**src/hdl/dpc_pkg.sv**
```systemverilog
package dpc_pkg;
    typedef enum logic [1:0] {
        DPC_LB_NONE,
        DPC_LB_LOCAL,
        DPC_LB_REMOTE,
        DPC_LB_BOTH
    } dpc_lb_perm_t;
    typedef enum logic [1:0] {
        DPC_CTS_STANDARD,
        DPC_CTS_FOLLOW_RTS,
        DPC_CTS_FORCED_ON,
        DPC_CTS_ASSURANCE
    } dpc_cts_mode_t;
    typedef enum logic [1:0] {
        DPC_DSR_STANDARD,
        DPC_DSR_FORCED_ON,
        DPC_DSR_ON_TEST
    } dpc_dsr_mode_t;
    // Line transmit source selection
    typedef enum logic [1:0] {
        DPC_TX_DATA,
        DPC_TX_IDLE_ONES,
        DPC_TX_CTRL_IDLE,
        DPC_TX_V54_LOOP
    } dpc_tx_sel_t;
    localparam logic DPC_CARRIER_CONSTANT = 1'b0;
    localparam logic DPC_CARRIER_SWITCHED = 1'b1;
    localparam logic DPC_RLSD_STANDARD = 1'b0;
    localparam logic DPC_RLSD_FORCED_ON = 1'b1;
    // Fixed RTS to CTS delay
    localparam int DPC_CLK_HZ = 40000000;
    localparam int DPC_CTS_DELAY_US = 5;
    localparam int DPC_CTS_DELAY_CYC = (DPC_CTS_DELAY_US * (DPC_CLK_HZ / 1000000));
    localparam int DPC_CNT_W = 8;
    localparam logic [DPC_CNT_W-1:0] DPC_CTS_DELAY_CNT = DPC_CNT_W'(DPC_CTS_DELAY_CYC);
endpackage

```
**src/hdl/dpc_leads.sv**
```systemverilog
`timescale 1ns/1ps
// Behaviour
// RL1: Transmit clock output inverted when inversion enabled, normal otherwise.
// RL2: Loop permission setting selects none, local, remote or both DTE loops.
// RL3: Local loop held while DTE local loop lead on; terminal abort ignored.
// RL4: Remote loop lead permitted sends in-band V.54 loop sequence to line.
// RL5: Bilateral mode adds local loop during DSU loopback, ending with it.
// RL6: Bilateral loop starts by management command or V.54 Loop 2 Up.
// RL7: Constant carrier forces internal RTS on; line sends data, or the V.54 loop sequence.
// RL8: Switched carrier sends control idle codes while external RTS off.
// RL9: Carrier selection changes only while in-band management channel off.
// RL10: Standard CTS follows delayed internal RTS, off on alarm or test.
// RL11: Follow-RTS CTS tracks external RTS directly, ignoring alarms and tests.
// RL12: Forced-on CTS asserted after power-up with passing self-test.
// RL13: Circuit assurance CTS as standard, also off on received control idle.
// RL14: Standard RLSD on with receive data mode; off on alarm or idle.
// RL15: Forced-on RLSD asserted after power-up with passing self-test.
// RL16: Standard DSR on except during facility alarm or test mode.
// RL17: Forced-on DSR asserted after power-up with passing self-test.
// RL18: On-during-test DSR as standard but stays on during test.
// RL19: DTR monitoring reports link up and down events with health message.
// RL20: DTR monitoring disabled ignores DTR completely.
// RL21: Carrier selection defaults constant; switched is only alternative.
// RL22: CTS modes standard, follow, forced, assurance; default standard.
// RL23: Reset disables inversion, loops, bilateral; standard RLSD/DSR; DTR monitored.
module dpc_leads (
    input wire logic clk_i,
    input wire logic rst_n_i,
    input wire logic selftest_pass_i,
    input wire logic cfg_we_i,
    input wire logic cfg_inv_txclk_i,
    input wire dpc_pkg::dpc_lb_perm_t cfg_lb_perm_i,
    input wire logic cfg_bilateral_i,
    input wire logic cfg_carrier_i,
    input wire dpc_pkg::dpc_cts_mode_t cfg_cts_mode_i,
    input wire logic cfg_rlsd_mode_i,
    input wire dpc_pkg::dpc_dsr_mode_t cfg_dsr_mode_i,
    input wire logic cfg_dtr_mon_i,
    input wire logic inband_mgmt_channel_en_i,
    input wire logic link_clk_i,
    input wire logic rts_i,
    input wire logic dtr_i,
    input wire logic local_loop_i,
    input wire logic remote_loop_i,
    input wire logic alarm_i,
    input wire logic test_active_i,
    input wire logic rx_data_mode_i,
    input wire logic rx_ctrl_idle_i,
    input wire logic dsu_loop_active_i,
    input wire logic network_manager_bilat_i,
    input wire logic v54_loop2_up_i,
    input wire logic ascii_terminal_interface_abort_i,
    output logic txclk_o,
    output logic cts_o,
    output logic dsr_o,
    output logic rlsd_o,
    output logic local_loop_o,
    output logic v54_send_o,
    output dpc_pkg::dpc_tx_sel_t tx_sel_o,
    output logic link_up_o,
    output logic link_down_o,
    output logic health_msg_o,
    output logic carrier_sw_o
);
    localparam int NSYNC = 5;
    logic [NSYNC-1:0] pins_s;
    logic clk_s;
    logic rts_s;
    logic dtr_s;
    logic ll_s;
    logic rl_s;
    logic inv_q;
    dpc_pkg::dpc_lb_perm_t perm_q;
    logic bilat_q;
    logic carrier_q;
    dpc_pkg::dpc_cts_mode_t cts_mode_q;
    logic rlsd_mode_q;
    dpc_pkg::dpc_dsr_mode_t dsr_mode_q;
    logic dtr_mon_q;
    logic ready_q;
    logic bilat_loop_q;
    logic dtr_prev_q;
    logic rts_int;
    logic rts_del;
    logic ll_ok;
    logic rl_ok;
    logic cts_std;
    logic cts_d;
    logic dsr_d;
    logic rlsd_d;
    dpc_pkg::dpc_tx_sel_t tx_sel_d;

    // DTE pins are asynchronous here; nothing reads the first stage
    dpc_sync #(
        .W(NSYNC)
    ) u_sync (
        .clk_i(clk_i),
        .rst_n_i(rst_n_i),
        .d_i({link_clk_i, rts_i, dtr_i, local_loop_i, remote_loop_i}),
        .q_o(pins_s)
    );
    assign {clk_s, rts_s, dtr_s, ll_s, rl_s} = pins_s;

    // RL23 reset defaults
    always_ff @(posedge clk_i) begin
        if (!rst_n_i) begin
            inv_q <= 1'b0;
        end else if (cfg_we_i) begin
            inv_q <= cfg_inv_txclk_i;
        end
    end

    always_ff @(posedge clk_i) begin
        if (!rst_n_i) begin
            perm_q <= dpc_pkg::DPC_LB_NONE;
        end else if (cfg_we_i) begin
            perm_q <= cfg_lb_perm_i;
        end
    end

    always_ff @(posedge clk_i) begin
        if (!rst_n_i) begin
            bilat_q <= 1'b0;
        end else if (cfg_we_i) begin
            bilat_q <= cfg_bilateral_i;
        end
    end

    // RL22 four CTS modes
    always_ff @(posedge clk_i) begin
        if (!rst_n_i) begin
            cts_mode_q <= dpc_pkg::DPC_CTS_STANDARD;
        end else if (cfg_we_i) begin
            cts_mode_q <= cfg_cts_mode_i;
        end
    end

    always_ff @(posedge clk_i) begin
        if (!rst_n_i) begin
            rlsd_mode_q <= dpc_pkg::DPC_RLSD_STANDARD;
        end else if (cfg_we_i) begin
            rlsd_mode_q <= cfg_rlsd_mode_i;
        end
    end

    always_ff @(posedge clk_i) begin
        if (!rst_n_i) begin
            dsr_mode_q <= dpc_pkg::DPC_DSR_STANDARD;
        end else if (cfg_we_i) begin
            dsr_mode_q <= cfg_dsr_mode_i;
        end
    end

    always_ff @(posedge clk_i) begin
        if (!rst_n_i) begin
            dtr_mon_q <= 1'b1;
        end else if (cfg_we_i) begin
            dtr_mon_q <= cfg_dtr_mon_i;
        end
    end

    // RL21 default constant carrier
    always_ff @(posedge clk_i) begin
        if (!rst_n_i) begin
            carrier_q <= dpc_pkg::DPC_CARRIER_CONSTANT;
        // RL9 locked while channel enabled
        end else if (cfg_we_i && !inband_mgmt_channel_en_i) begin
            carrier_q <= cfg_carrier_i;
        end
    end

    // Forced-on modes wait for self-test to pass
    always_ff @(posedge clk_i) begin
        if (!rst_n_i) begin
            ready_q <= 1'b0;
        end else if (selftest_pass_i) begin
            ready_q <= 1'b1;
        end
    end

    // RL1 clock polarity
    always_ff @(posedge clk_i) begin
        if (!rst_n_i) begin
            txclk_o <= 1'b0;
        end else begin
            txclk_o <= clk_s ^ inv_q;
        end
    end

    // RL2 permission decode
    assign ll_ok = (perm_q == dpc_pkg::DPC_LB_LOCAL) || (perm_q == dpc_pkg::DPC_LB_BOTH);
    assign rl_ok = (perm_q == dpc_pkg::DPC_LB_REMOTE) || (perm_q == dpc_pkg::DPC_LB_BOTH);

    // RL6 bilateral start sources
    always_ff @(posedge clk_i) begin
        if (!rst_n_i) begin
            bilat_loop_q <= 1'b0;
        end else if (!bilat_q) begin
            bilat_loop_q <= 1'b0;
        end else if (network_manager_bilat_i || v54_loop2_up_i) begin
            bilat_loop_q <= 1'b1;
        // RL5 ends with DSU loopback
        end else if (!dsu_loop_active_i) begin
            bilat_loop_q <= 1'b0;
        end
    end

    // RL3 abort input has no effect on the DTE loop
    always_ff @(posedge clk_i) begin
        if (!rst_n_i) begin
            local_loop_o <= 1'b0;
        end else begin
            // RL5 local loop accompanies DSU loop
            local_loop_o <= (ll_ok && ll_s) || (bilat_q && (bilat_loop_q || dsu_loop_active_i));
        end
    end

    // RL4 remote loop sequence
    always_ff @(posedge clk_i) begin
        if (!rst_n_i) begin
            v54_send_o <= 1'b0;
        end else begin
            v54_send_o <= rl_ok && rl_s;
        end
    end

    // RL7 internal RTS forced on in constant mode
    assign rts_int = (carrier_q == dpc_pkg::DPC_CARRIER_CONSTANT) ? 1'b1 : rts_s;

    always_comb begin
        if (v54_send_o) begin
            tx_sel_d = dpc_pkg::DPC_TX_V54_LOOP;
        // RL8 control idle while RTS off
        end else if (!rts_int) begin
            tx_sel_d = dpc_pkg::DPC_TX_CTRL_IDLE;
        end else begin
            tx_sel_d = dpc_pkg::DPC_TX_DATA;
        end
    end

    // Ones idle only while held in reset, before any RTS state is known
    always_ff @(posedge clk_i) begin
        if (!rst_n_i) begin
            tx_sel_o <= dpc_pkg::DPC_TX_IDLE_ONES;
        end else begin
            tx_sel_o <= tx_sel_d;
        end
    end

    always_ff @(posedge clk_i) begin
        if (!rst_n_i) begin
            carrier_sw_o <= dpc_pkg::DPC_CARRIER_CONSTANT;
        end else begin
            carrier_sw_o <= carrier_q;
        end
    end

    dpc_delay u_cts_delay (
        .clk_i(clk_i),
        .rst_n_i(rst_n_i),
        .d_i(rts_int),
        .q_o(rts_del)
    );

    // RL10 standard gating
    assign cts_std = rts_del && !alarm_i && !test_active_i;

    always_comb begin
        case (cts_mode_q)
            dpc_pkg::DPC_CTS_STANDARD: cts_d = cts_std;
            // RL11 no delay, no gating
            dpc_pkg::DPC_CTS_FOLLOW_RTS: cts_d = rts_s;
            // RL12 forced on
            dpc_pkg::DPC_CTS_FORCED_ON: cts_d = ready_q;
            // RL13 also off on control idle
            dpc_pkg::DPC_CTS_ASSURANCE: cts_d = cts_std && !rx_ctrl_idle_i;
            default: cts_d = cts_std;
        endcase
    end

    always_comb begin
        // RL14 standard detector
        rlsd_d = rx_data_mode_i && !alarm_i && !rx_ctrl_idle_i;
        // RL15 forced on
        if (rlsd_mode_q == dpc_pkg::DPC_RLSD_FORCED_ON) begin
            rlsd_d = ready_q;
        end
    end

    always_comb begin
        case (dsr_mode_q)
            // RL16 off on alarm or test
            dpc_pkg::DPC_DSR_STANDARD: dsr_d = !alarm_i && !test_active_i;
            // RL17 forced on
            dpc_pkg::DPC_DSR_FORCED_ON: dsr_d = ready_q;
            // RL18 stays on in test
            dpc_pkg::DPC_DSR_ON_TEST: dsr_d = !alarm_i;
            default: dsr_d = !alarm_i && !test_active_i;
        endcase
    end

    always_ff @(posedge clk_i) begin
        if (!rst_n_i) begin
            cts_o <= 1'b0;
        end else begin
            cts_o <= cts_d;
        end
    end

    always_ff @(posedge clk_i) begin
        if (!rst_n_i) begin
            dsr_o <= 1'b0;
        end else begin
            dsr_o <= dsr_d;
        end
    end

    always_ff @(posedge clk_i) begin
        if (!rst_n_i) begin
            rlsd_o <= 1'b0;
        end else begin
            rlsd_o <= rlsd_d;
        end
    end

    // Previous DTR level, reset low like the synchroniser
    always_ff @(posedge clk_i) begin
        if (!rst_n_i) begin
            dtr_prev_q <= 1'b0;
        end else begin
            dtr_prev_q <= dtr_s;
        end
    end

    // RL19 DTR edge events
    always_ff @(posedge clk_i) begin
        if (!rst_n_i) begin
            link_up_o <= 1'b0;
            link_down_o <= 1'b0;
            health_msg_o <= 1'b0;
        end else begin
            // RL20 disabled means no events at all
            link_up_o <= dtr_mon_q && dtr_s && !dtr_prev_q;
            link_down_o <= dtr_mon_q && !dtr_s && dtr_prev_q;
            health_msg_o <= dtr_mon_q && (dtr_s != dtr_prev_q);
        end
    end
endmodule // dpc_leads

```
**src/hdl/dpc_sync.sv**
```systemverilog
`timescale 1ns/1ps
module dpc_sync #(
    parameter int W = 1
) (
    input wire logic clk_i,
    input wire logic rst_n_i,
    input wire logic [W-1:0] d_i,
    output logic [W-1:0] q_o
);
    logic [W-1:0] meta_q;

    always_ff @(posedge clk_i) begin
        if (!rst_n_i) begin
            meta_q <= '0;
            q_o <= '0;
        end else begin
            meta_q <= d_i;
            q_o <= meta_q;
        end
    end
endmodule // dpc_sync

```
**src/hdl/dpc_delay.sv**
```systemverilog
`timescale 1ns/1ps
// Level follows input after a fixed count of stable cycles
module dpc_delay (
    input wire logic clk_i,
    input wire logic rst_n_i,
    input wire logic d_i,
    output logic q_o
);
    logic [dpc_pkg::DPC_CNT_W-1:0] cnt_q;

    always_ff @(posedge clk_i) begin
        if (!rst_n_i) begin
            cnt_q <= '0;
            q_o <= 1'b0;
        end else if (d_i == q_o) begin
            cnt_q <= '0;
        end else if (cnt_q == dpc_pkg::DPC_CTS_DELAY_CNT - 1'b1) begin
            cnt_q <= '0;
            q_o <= d_i;
        end else begin
            cnt_q <= cnt_q + 1'b1;
        end
    end
endmodule // dpc_delay

```
**config.mk**
```make
export PLATFORM = sky130hd
export DESIGN_NAME = dpc_leads
export DESIGN_NICKNAME = d
export VERILOG_FILES = /design/src/hdl/dpc_pkg.sv /design/src/hdl/dpc_leads.sv /design/src/hdl/dpc_sync.sv /design/src/hdl/dpc_delay.sv
export SDC_FILE = /design/constraint.sdc
export NUM_CORES = 1
export LEC_CHECK = 0
export ABC_CLOCK_PERIOD_IN_PS = 1910
export BUFFER_PORTS_ARGS = -buffer_cell sky130_fd_sc_hd__buf_2
export CORE_MARGIN = 2
export CORE_UTILIZATION = 30
export CTS_BUF_LIST = sky130_fd_sc_hd__clkbuf_16
export DETAILED_ROUTE_END_ITERATION = 10
export GPL_TIMING_DRIVEN = 1
export REMOVE_ABC_BUFFERS = 1
export SETUP_SLACK_MARGIN = 0.4
export SLEW_MARGIN = 10
export SYNTH_ARGS = -nofsm -noshare
export SYNTH_HDL_FRONTEND = slang
export SYNTH_HIERARCHICAL = 1
export SYNTH_SLANG_ARGS = --single-unit
```
**constraint.sdc**
```tcl
create_clock -name clk_i -period 1.91 [get_ports clk_i]
set_input_delay 0.191 -clock clk_i [delete_from_list [all_inputs] [get_ports clk_i]]
set_output_delay 0.191 -clock clk_i [all_outputs]
set_load 0.03 [all_outputs]
```
==> results of run 1 <==
[registers in the layout, summed over array words and instances (netlist names), 2 cells and up]
name	flops
u_cts_delay/cnt_q	8
perm_q	2
tx_sel_o	2
dsr_mode_q	2
cts_mode_q	2
u_sync/q_o	5
u_sync/meta_q	5
[worst max-delay path by stage]
stage | start | to | cells after the start
global route | u_sync/q_o[3] | u_cts_delay/cnt_q[6] | 4
global placement | u_cts_delay/cnt_q[0] | u_cts_delay/q_o | 4
CTS | u_cts_delay/cnt_q[0] | u_cts_delay/q_o | 4
floorplan | u_cts_delay/cnt_q[0] | u_cts_delay/q_o | 4
detailed placement | u_cts_delay/cnt_q[0] | u_cts_delay/q_o | 4
finish | u_cts_delay/cnt_q[0] | u_cts_delay/q_o | 4
[through the flow]
| stage | cell area (um2) | hold slack (ns) | utilization |
|---|---|---|---|
| 3_5_place_dp | 1930 | 0.397 | 0.357 |
| 2_1_floorplan | 1640 | 0.253 | - |
| 4_1_cts | 2100 | 0.105 | 0.388 |
| 3_3_place_gp | 1930 | 0.393 | 0.357 |
| 5_1_grt | 2120 | 0.109 | 0.393 |
| 6_report | 2120 | 0.111 | 0.393 |
[kinds of logic after synthesis]
family | Yosys count | synth area share
AO/OA/AOI/OAI | 18 | 0.0727
XOR/XNOR | 5 | 0.0265
adder cells (fa/ha/maj) | 3 | 0.0227
buffers and inverters | 9 | 0.0235
flip-flops | 45 | 0.545
multiplexers | 12 | 0.0727
AND/OR/NAND/NOR | 63 | 0.236
[cells in the final DEF, fill, tap and decap left out, types with 3 or more instances in the layout]
cell type  instances
clkbuf_16          5
nor3_1             4
mux2i_1           12
nand2_1           12
and2_1            12
a211oi_1           3
nor2b_1           12
nor2_1             3
o21ai_0            4
buf_2             39
inv_1              7
nor4b_1            3
nand2b_1           3
xor2_1             4
dfxtp_1           45
[report_power, final]
part / switching [mW] / internal, mW / leakage (nW) / total, mW
clock network: 0.321 / 0.607 / 0.0826 / 0.928
registers: 0.0230 / 0.981 / 0.369 / 1.00
logic: 0.0777 / 0.0732 / 0.471 / 0.151
total: 0.422 / 1.66 / 0.923 / 2.08
[metal layers]
layer	vias up	wire length, um	track usage
met5	-	0	0
met4	0	25	0.0474
met3	4	125	0.0322
met2	26	1330	0.161
met1	529	1370	0.124
li1	617	-	-
[cell type report]
class	count	area [um2]	area share
Clock inverter	3	37.5	0.0177
Tap cell	72	90.1	0.0424
Timing Repair Buffer	41	210	0.0990
Inverter	6	22.5	0.0106
Multi-Input combinational cell	101	737	0.347
Sequential cell	45	901	0.424
Clock buffer	5	125	0.0589
[timing repair]
action,CTS,global route
setup buffers,0,1
setup endpoints to repair,6,1
gates resized for setup,1,2
pin swaps,1,1
==> impl_metrics.env, run 1 <==
export IMPL_outcome="finished, final reports clean"
export IMPL_powerDensity_nw_per_um2=981
export IMPL_cts_buffers=5
export IMPL_die_w_um=78.2
export IMPL_postSynthCellCount=155
export IMPL_seq_area_frac_synth=0.545
export IMPL_worst_setup_path_start_kind="register"
export IMPL_via_per_inst=4.31
export IMPL_via_count=1176
export IMPL_clk_latency_ns=0.28
export IMPL_clockRootBuffer="clkbuf_16"
export IMPL_cts_tree="done"
export IMPL_power_mw=2.08
export IMPL_critPathMaxStageDelay_ns=0.38
export IMPL_synth_common_cells="dfxtp_1 (45), and2_1 (12), mux2i_1 (12), nand2_1 (12), nor2b_1 (12)"
export IMPL_drive_gt1_frac=0.264
export IMPL_overflow=0
export IMPL_row_count=27
export IMPL_grt_total_usage=0.101
export IMPL_drt_first_pass_iters=4
export IMPL_yosys_cell_count_top_type="dfxtp_1"
export IMPL_synth_top_area_frac=0.545
export IMPL_ir_drop_mv=0.465
export IMPL_wl_per_cell_um=10.5
export IMPL_tns_ns=0
export IMPL_postSynthAreaPerCell_um2=10.7
export IMPL_relSlewSlack=0.761
export IMPL_start_util=0.306
export IMPL_setup_ws_ns=0.476
export IMPL_wirelength_mm=2.85
export IMPL_ys_warn_count=6
export IMPL_num_antenna_cells=0
export IMPL_drv_slew=0
export IMPL_fin_crit_ns=1.43
export IMPL_critPathKind="reg -> reg"
export IMPL_clk_pin_slew_ns=0.06
export IMPL_hp_class="in -> reg"
export IMPL_dp_hpwl_mm=2.06
export IMPL_cap_violations=0
export IMPL_synth_top_area_cell="dfxtp_1"
export IMPL_synthArstFlopShare=0
export IMPL_die_h_um=78.2
export IMPL_crit_required_ns=2.12
export IMPL_drt_iter0_markers=45
export IMPL_synth_seq_cells=45
export IMPL_end_kind="register"
export IMPL_rr_endpoint="u_cts_delay/q_o"
export IMPL_worst_path_buf_inv=0
export IMPL_ys_flop_type="dfxtp_1"
export IMPL_dp_slack_ns=0.333
export IMPL_fillers=566
export IMPL_crit_fanout=7
export IMPL_boundaryPins=41
export IMPL_grt_start_max_net_pins=21
export IMPL_cts_sinks=45
export IMPL_hold_viol_final=0
export IMPL_worstHoldStart="selftest_pass_i"
export IMPL_fin_worst_skew_ns=0.00130
export IMPL_synthTopCellsByArea="dfxtp_1 (55%), mux2i_1 (7.3%), and2_1 (4.5%)"
export IMPL_dp_cells=264
export IMPL_hold_depth=2
export IMPL_post_route_period_util=0.751
export IMPL_port_buffers=39
export IMPL_synth_area_um2=1650
export IMPL_area_growth_pct=28.6
export IMPL_holdPathEnd="ready_q"
export IMPL_drc=0
export IMPL_cp_slowest_cell="dfxtp_1"
export IMPL_rr_startpoint="u_cts_delay/cnt_q[0]"
export IMPL_drtAntennaViolNets=0
export IMPL_rsz0062_at_grt="false"
export IMPL_h_tree_depth=2
export IMPL_cts_hold_buf=0
export IMPL_worstRegToRegCells=4
export IMPL_grt_pass1_wl_mm=4.86
export IMPL_cpLargestDelayFamily="simple AND/OR/NAND/NOR gates"
export IMPL_path_cells="ha_2 > nand4bb_4 > nor3_4 > mux2i_1"
export IMPL_die_area_um2=6110
export IMPL_setup_viol=0
export IMPL_instances_no_fill=273
export IMPL_r2r_slack_ns=0.48
export IMPL_grt_pass1_vias=1123
export IMPL_coreArea_um2=5410
export IMPL_gp_congestion=0.790
export IMPL_tightest_slew_ns=0.359
export IMPL_antenna_found_initial=0
export IMPL_total_leakage_power_nw=0.923
export IMPL_fmax_ghz=0.697
export IMPL_synth_edff_count=0
export IMPL_worst_ep_arrival_time_ns=1.64
export IMPL_ys_types=39
export IMPL_nNetsFinal=232
export IMPL_cts_path_max_buffers=2
(Power assumes the default switching activity.)
==> inputs of run 2 (changes only) <==
Settings changed: ABC_CLOCK_PERIOD_IN_PS 1910 to 1250.
Clock period 1.91 ns to 1.25 ns, I/O delays scaled along.
==> run 2 against run 1 <==
Routed wire length grew 11%. Maximum frequency grew 16%. Critical endpoint unchanged. Worst hold slack lost 0.071 ns.
==> impl_metrics.env, run 2 (same netlist as run 1, synthesis figures left out) <==
export IMPL_fmax_ghz=0.810
export IMPL_tns_ns=0
export IMPL_row_count=27
export IMPL_cp_endpoint="u_cts_delay/q_o"
export IMPL_critPathLaunch="u_cts_delay/cnt_q[1]"
export IMPL_post_route_period_util=0.988
export IMPL_antenna_found_initial=0
export IMPL_drt_first_pass_iters=4
export IMPL_ir_drop_mv=0.961
export IMPL_via_per_inst=4.32
export IMPL_cts_sinks=45
export IMPL_path_cells="ha_4 > nand4bb_1 > nor3_2 > buf_4 > mux2i_1"
export IMPL_boundaryPins=41
export IMPL_fin_crit_ns=1.23
export IMPL_outcome="finished, final reports clean"
export IMPL_rsz0062_at_grt="true"
export IMPL_worstRegToRegCells=5
export IMPL_fin_worst_skew_ns=0.00725
export IMPL_rr_endpoint="u_cts_delay/q_o"
export IMPL_cts_hold_buf=0
export IMPL_cp_slowest_cell="dfxtp_2"
export IMPL_critPathKind="reg -> reg"
export IMPL_overflow=0
export IMPL_worst_setup_path_start_kind="register"
export IMPL_rr_startpoint="u_cts_delay/cnt_q[1]"
export IMPL_tightest_slew_ns=0.299
export IMPL_cts_tree="done"
export IMPL_area_growth_pct=53.6
export IMPL_start_util=0.306
export IMPL_powerDensity_nw_per_um2=1310
export IMPL_dp_hpwl_mm=2.22
export IMPL_drive_gt1_frac=0.527
export IMPL_via_count=1262
export IMPL_coreArea_um2=5410
export IMPL_layout_commonest_cell="buf_2"
export IMPL_cap_violations=0
export IMPL_layout_common_cells="buf_2 (27), dfxtp_2 (23), dfxtp_1 (18), buf_4 (18), buf_6 (14)"
export IMPL_fillers=529
export IMPL_regMostFlops="u_cts_delay/cnt_q"
export IMPL_relSlewSlack=0.798
export IMPL_gp_congestion=0.737
export IMPL_holdWs_ns=0.0404
export IMPL_nNetsFinal=251
export IMPL_critPathMaxStageDelay_ns=0.35
export IMPL_grt_pass1_wl_mm=5.65
export IMPL_cts_buffers=5
export IMPL_num_antenna_cells=0
export IMPL_wl_per_cell_um=10.9
export IMPL_grt_pass1_vias=1245
export IMPL_largest_reg_flops=8
export IMPL_die_area_um2=6110
export IMPL_port_buffers=39
export IMPL_r2r_slack_ns=0.02
export IMPL_wirelength_mm=3.17
export IMPL_grt_start_max_net_pins=17
export IMPL_drtAntennaViolNets=0
export IMPL_hp_class="in -> reg"
export IMPL_end_kind="register"
export IMPL_total_leakage_power_nw=1.07
export IMPL_clockRootBuffer="clkbuf_16"
export IMPL_clk_latency_ns=0.28
export IMPL_cts_path_max_buffers=2
export IMPL_crit_required_ns=1.44
export IMPL_drv_slew=0
export IMPL_die_h_um=78.2
export IMPL_crit_fanout=4
export IMPL_drc=0
export IMPL_power_mw=3.32
export IMPL_h_tree_depth=2
export IMPL_die_w_um=78.2
export IMPL_clk_pin_slew_ns=0.06
export IMPL_setup_viol=0
export IMPL_reg_top3="u_cts_delay/cnt_q (8), u_sync/meta_q (5), u_sync/q_o (5)"
export IMPL_worst_ep_arrival_time_ns=1.42
export IMPL_hold_viol_final=0
export IMPL_grt_total_usage=0.118
export IMPL_drt_iter0_markers=37
[run 2: changes by cell type in the layout (fill, tap and decap cells not counted), moves of 3 or more]
cell / before / now
buf_2: 39 / 27
dfxtp_4: 0 / 4
buf_6: 0 / 14
nor3_1: 4 / 0
nor4b_1: 3 / 0
dfxtp_2: 0 / 23
dfxtp_1: 45 / 18
buf_4: 2 / 18
nor3_2: 0 / 5
[run 2: cell type report]
| class | instances | area (um2) | share of cell area |
|---|---|---|---|
| Timing Repair Buffer | 60 | 448 | 0.177 |
| Clock inverter | 3 | 42.5 | 0.0168 |
| Clock buffer | 5 | 125 | 0.0493 |
| Sequential cell | 45 | 945 | 0.372 |
| Tap cell | 72 | 90.1 | 0.0355 |
| Multi-Input combinational cell | 101 | 863 | 0.340 |
| Inverter | 6 | 22.5 | 0.00888 |
[run 2: routing by layer]
metal / GRT usage / vias to the layer above / routed length [um]
met3: 0.0379 / 6 / 171
met5: 0 / - / 0
met2: 0.191 / 32 / 1500
li1: - / 657 / -
met4: 0.0579 / 0 / 68
met1: 0.143 / 567 / 1430
[run 2: per-stage QoR]
| stage | area [um2] | worst slack [ns] | utilization | std cells |
|---|---|---|---|---|
| 6_report | 2540 | 0.0155 | 0.469 | 292 |
| 5_1_grt | 2540 | -0.0608 | 0.469 | 292 |
| 4_1_cts | 2510 | 0.0287 | 0.465 | 292 |
| 3_5_place_dp | 2040 | -0.0641 | 0.378 | 279 |
| 3_3_place_gp | 2040 | -0.0119 | 0.378 | 279 |
| 2_1_floorplan | 1640 | -0.0994 | - | 152 |
[run 2: power breakdown]
part / switching, mW / internal, mW / leakage, nW
clock: 0.526 / 0.938 / 0.0852
combinational: 0.145 / 0.173 / 0.599
sequential: 0.0409 / 1.50 / 0.382
total: 0.712 / 2.61 / 1.07
[run 2: timing repair]
item | in CTS | in global routing
resized for setup | 76 | 8
buffers inserted | 5 | 0
pin swaps | 13 | 3
endpoints found under the setup margin | 24 | 26
[run 2: worst min path at each step]
stage / from / endpoint / slack (ns) / depth (start not counted)
floorplan: rst_n_i / dtr_mon_q / 0.19 / 1
global placement: selftest_pass_i / ready_q / 0.32 / 2
detailed placement: selftest_pass_i / ready_q / 0.33 / 2
CTS: selftest_pass_i / ready_q / 0.03 / 2
global route: selftest_pass_i / ready_q / 0.04 / 2
finish: selftest_pass_i / ready_q / 0.04 / 2
[run 2: critical path, delay by kind of cell (launching register included)]
family	cells	cell delay, ns
DFF	1	0.35
buffers and inverters	1	0.17
muxes	1	0.24
and+or+nand+nor	2	0.25
adders and majority gates	1	0.14
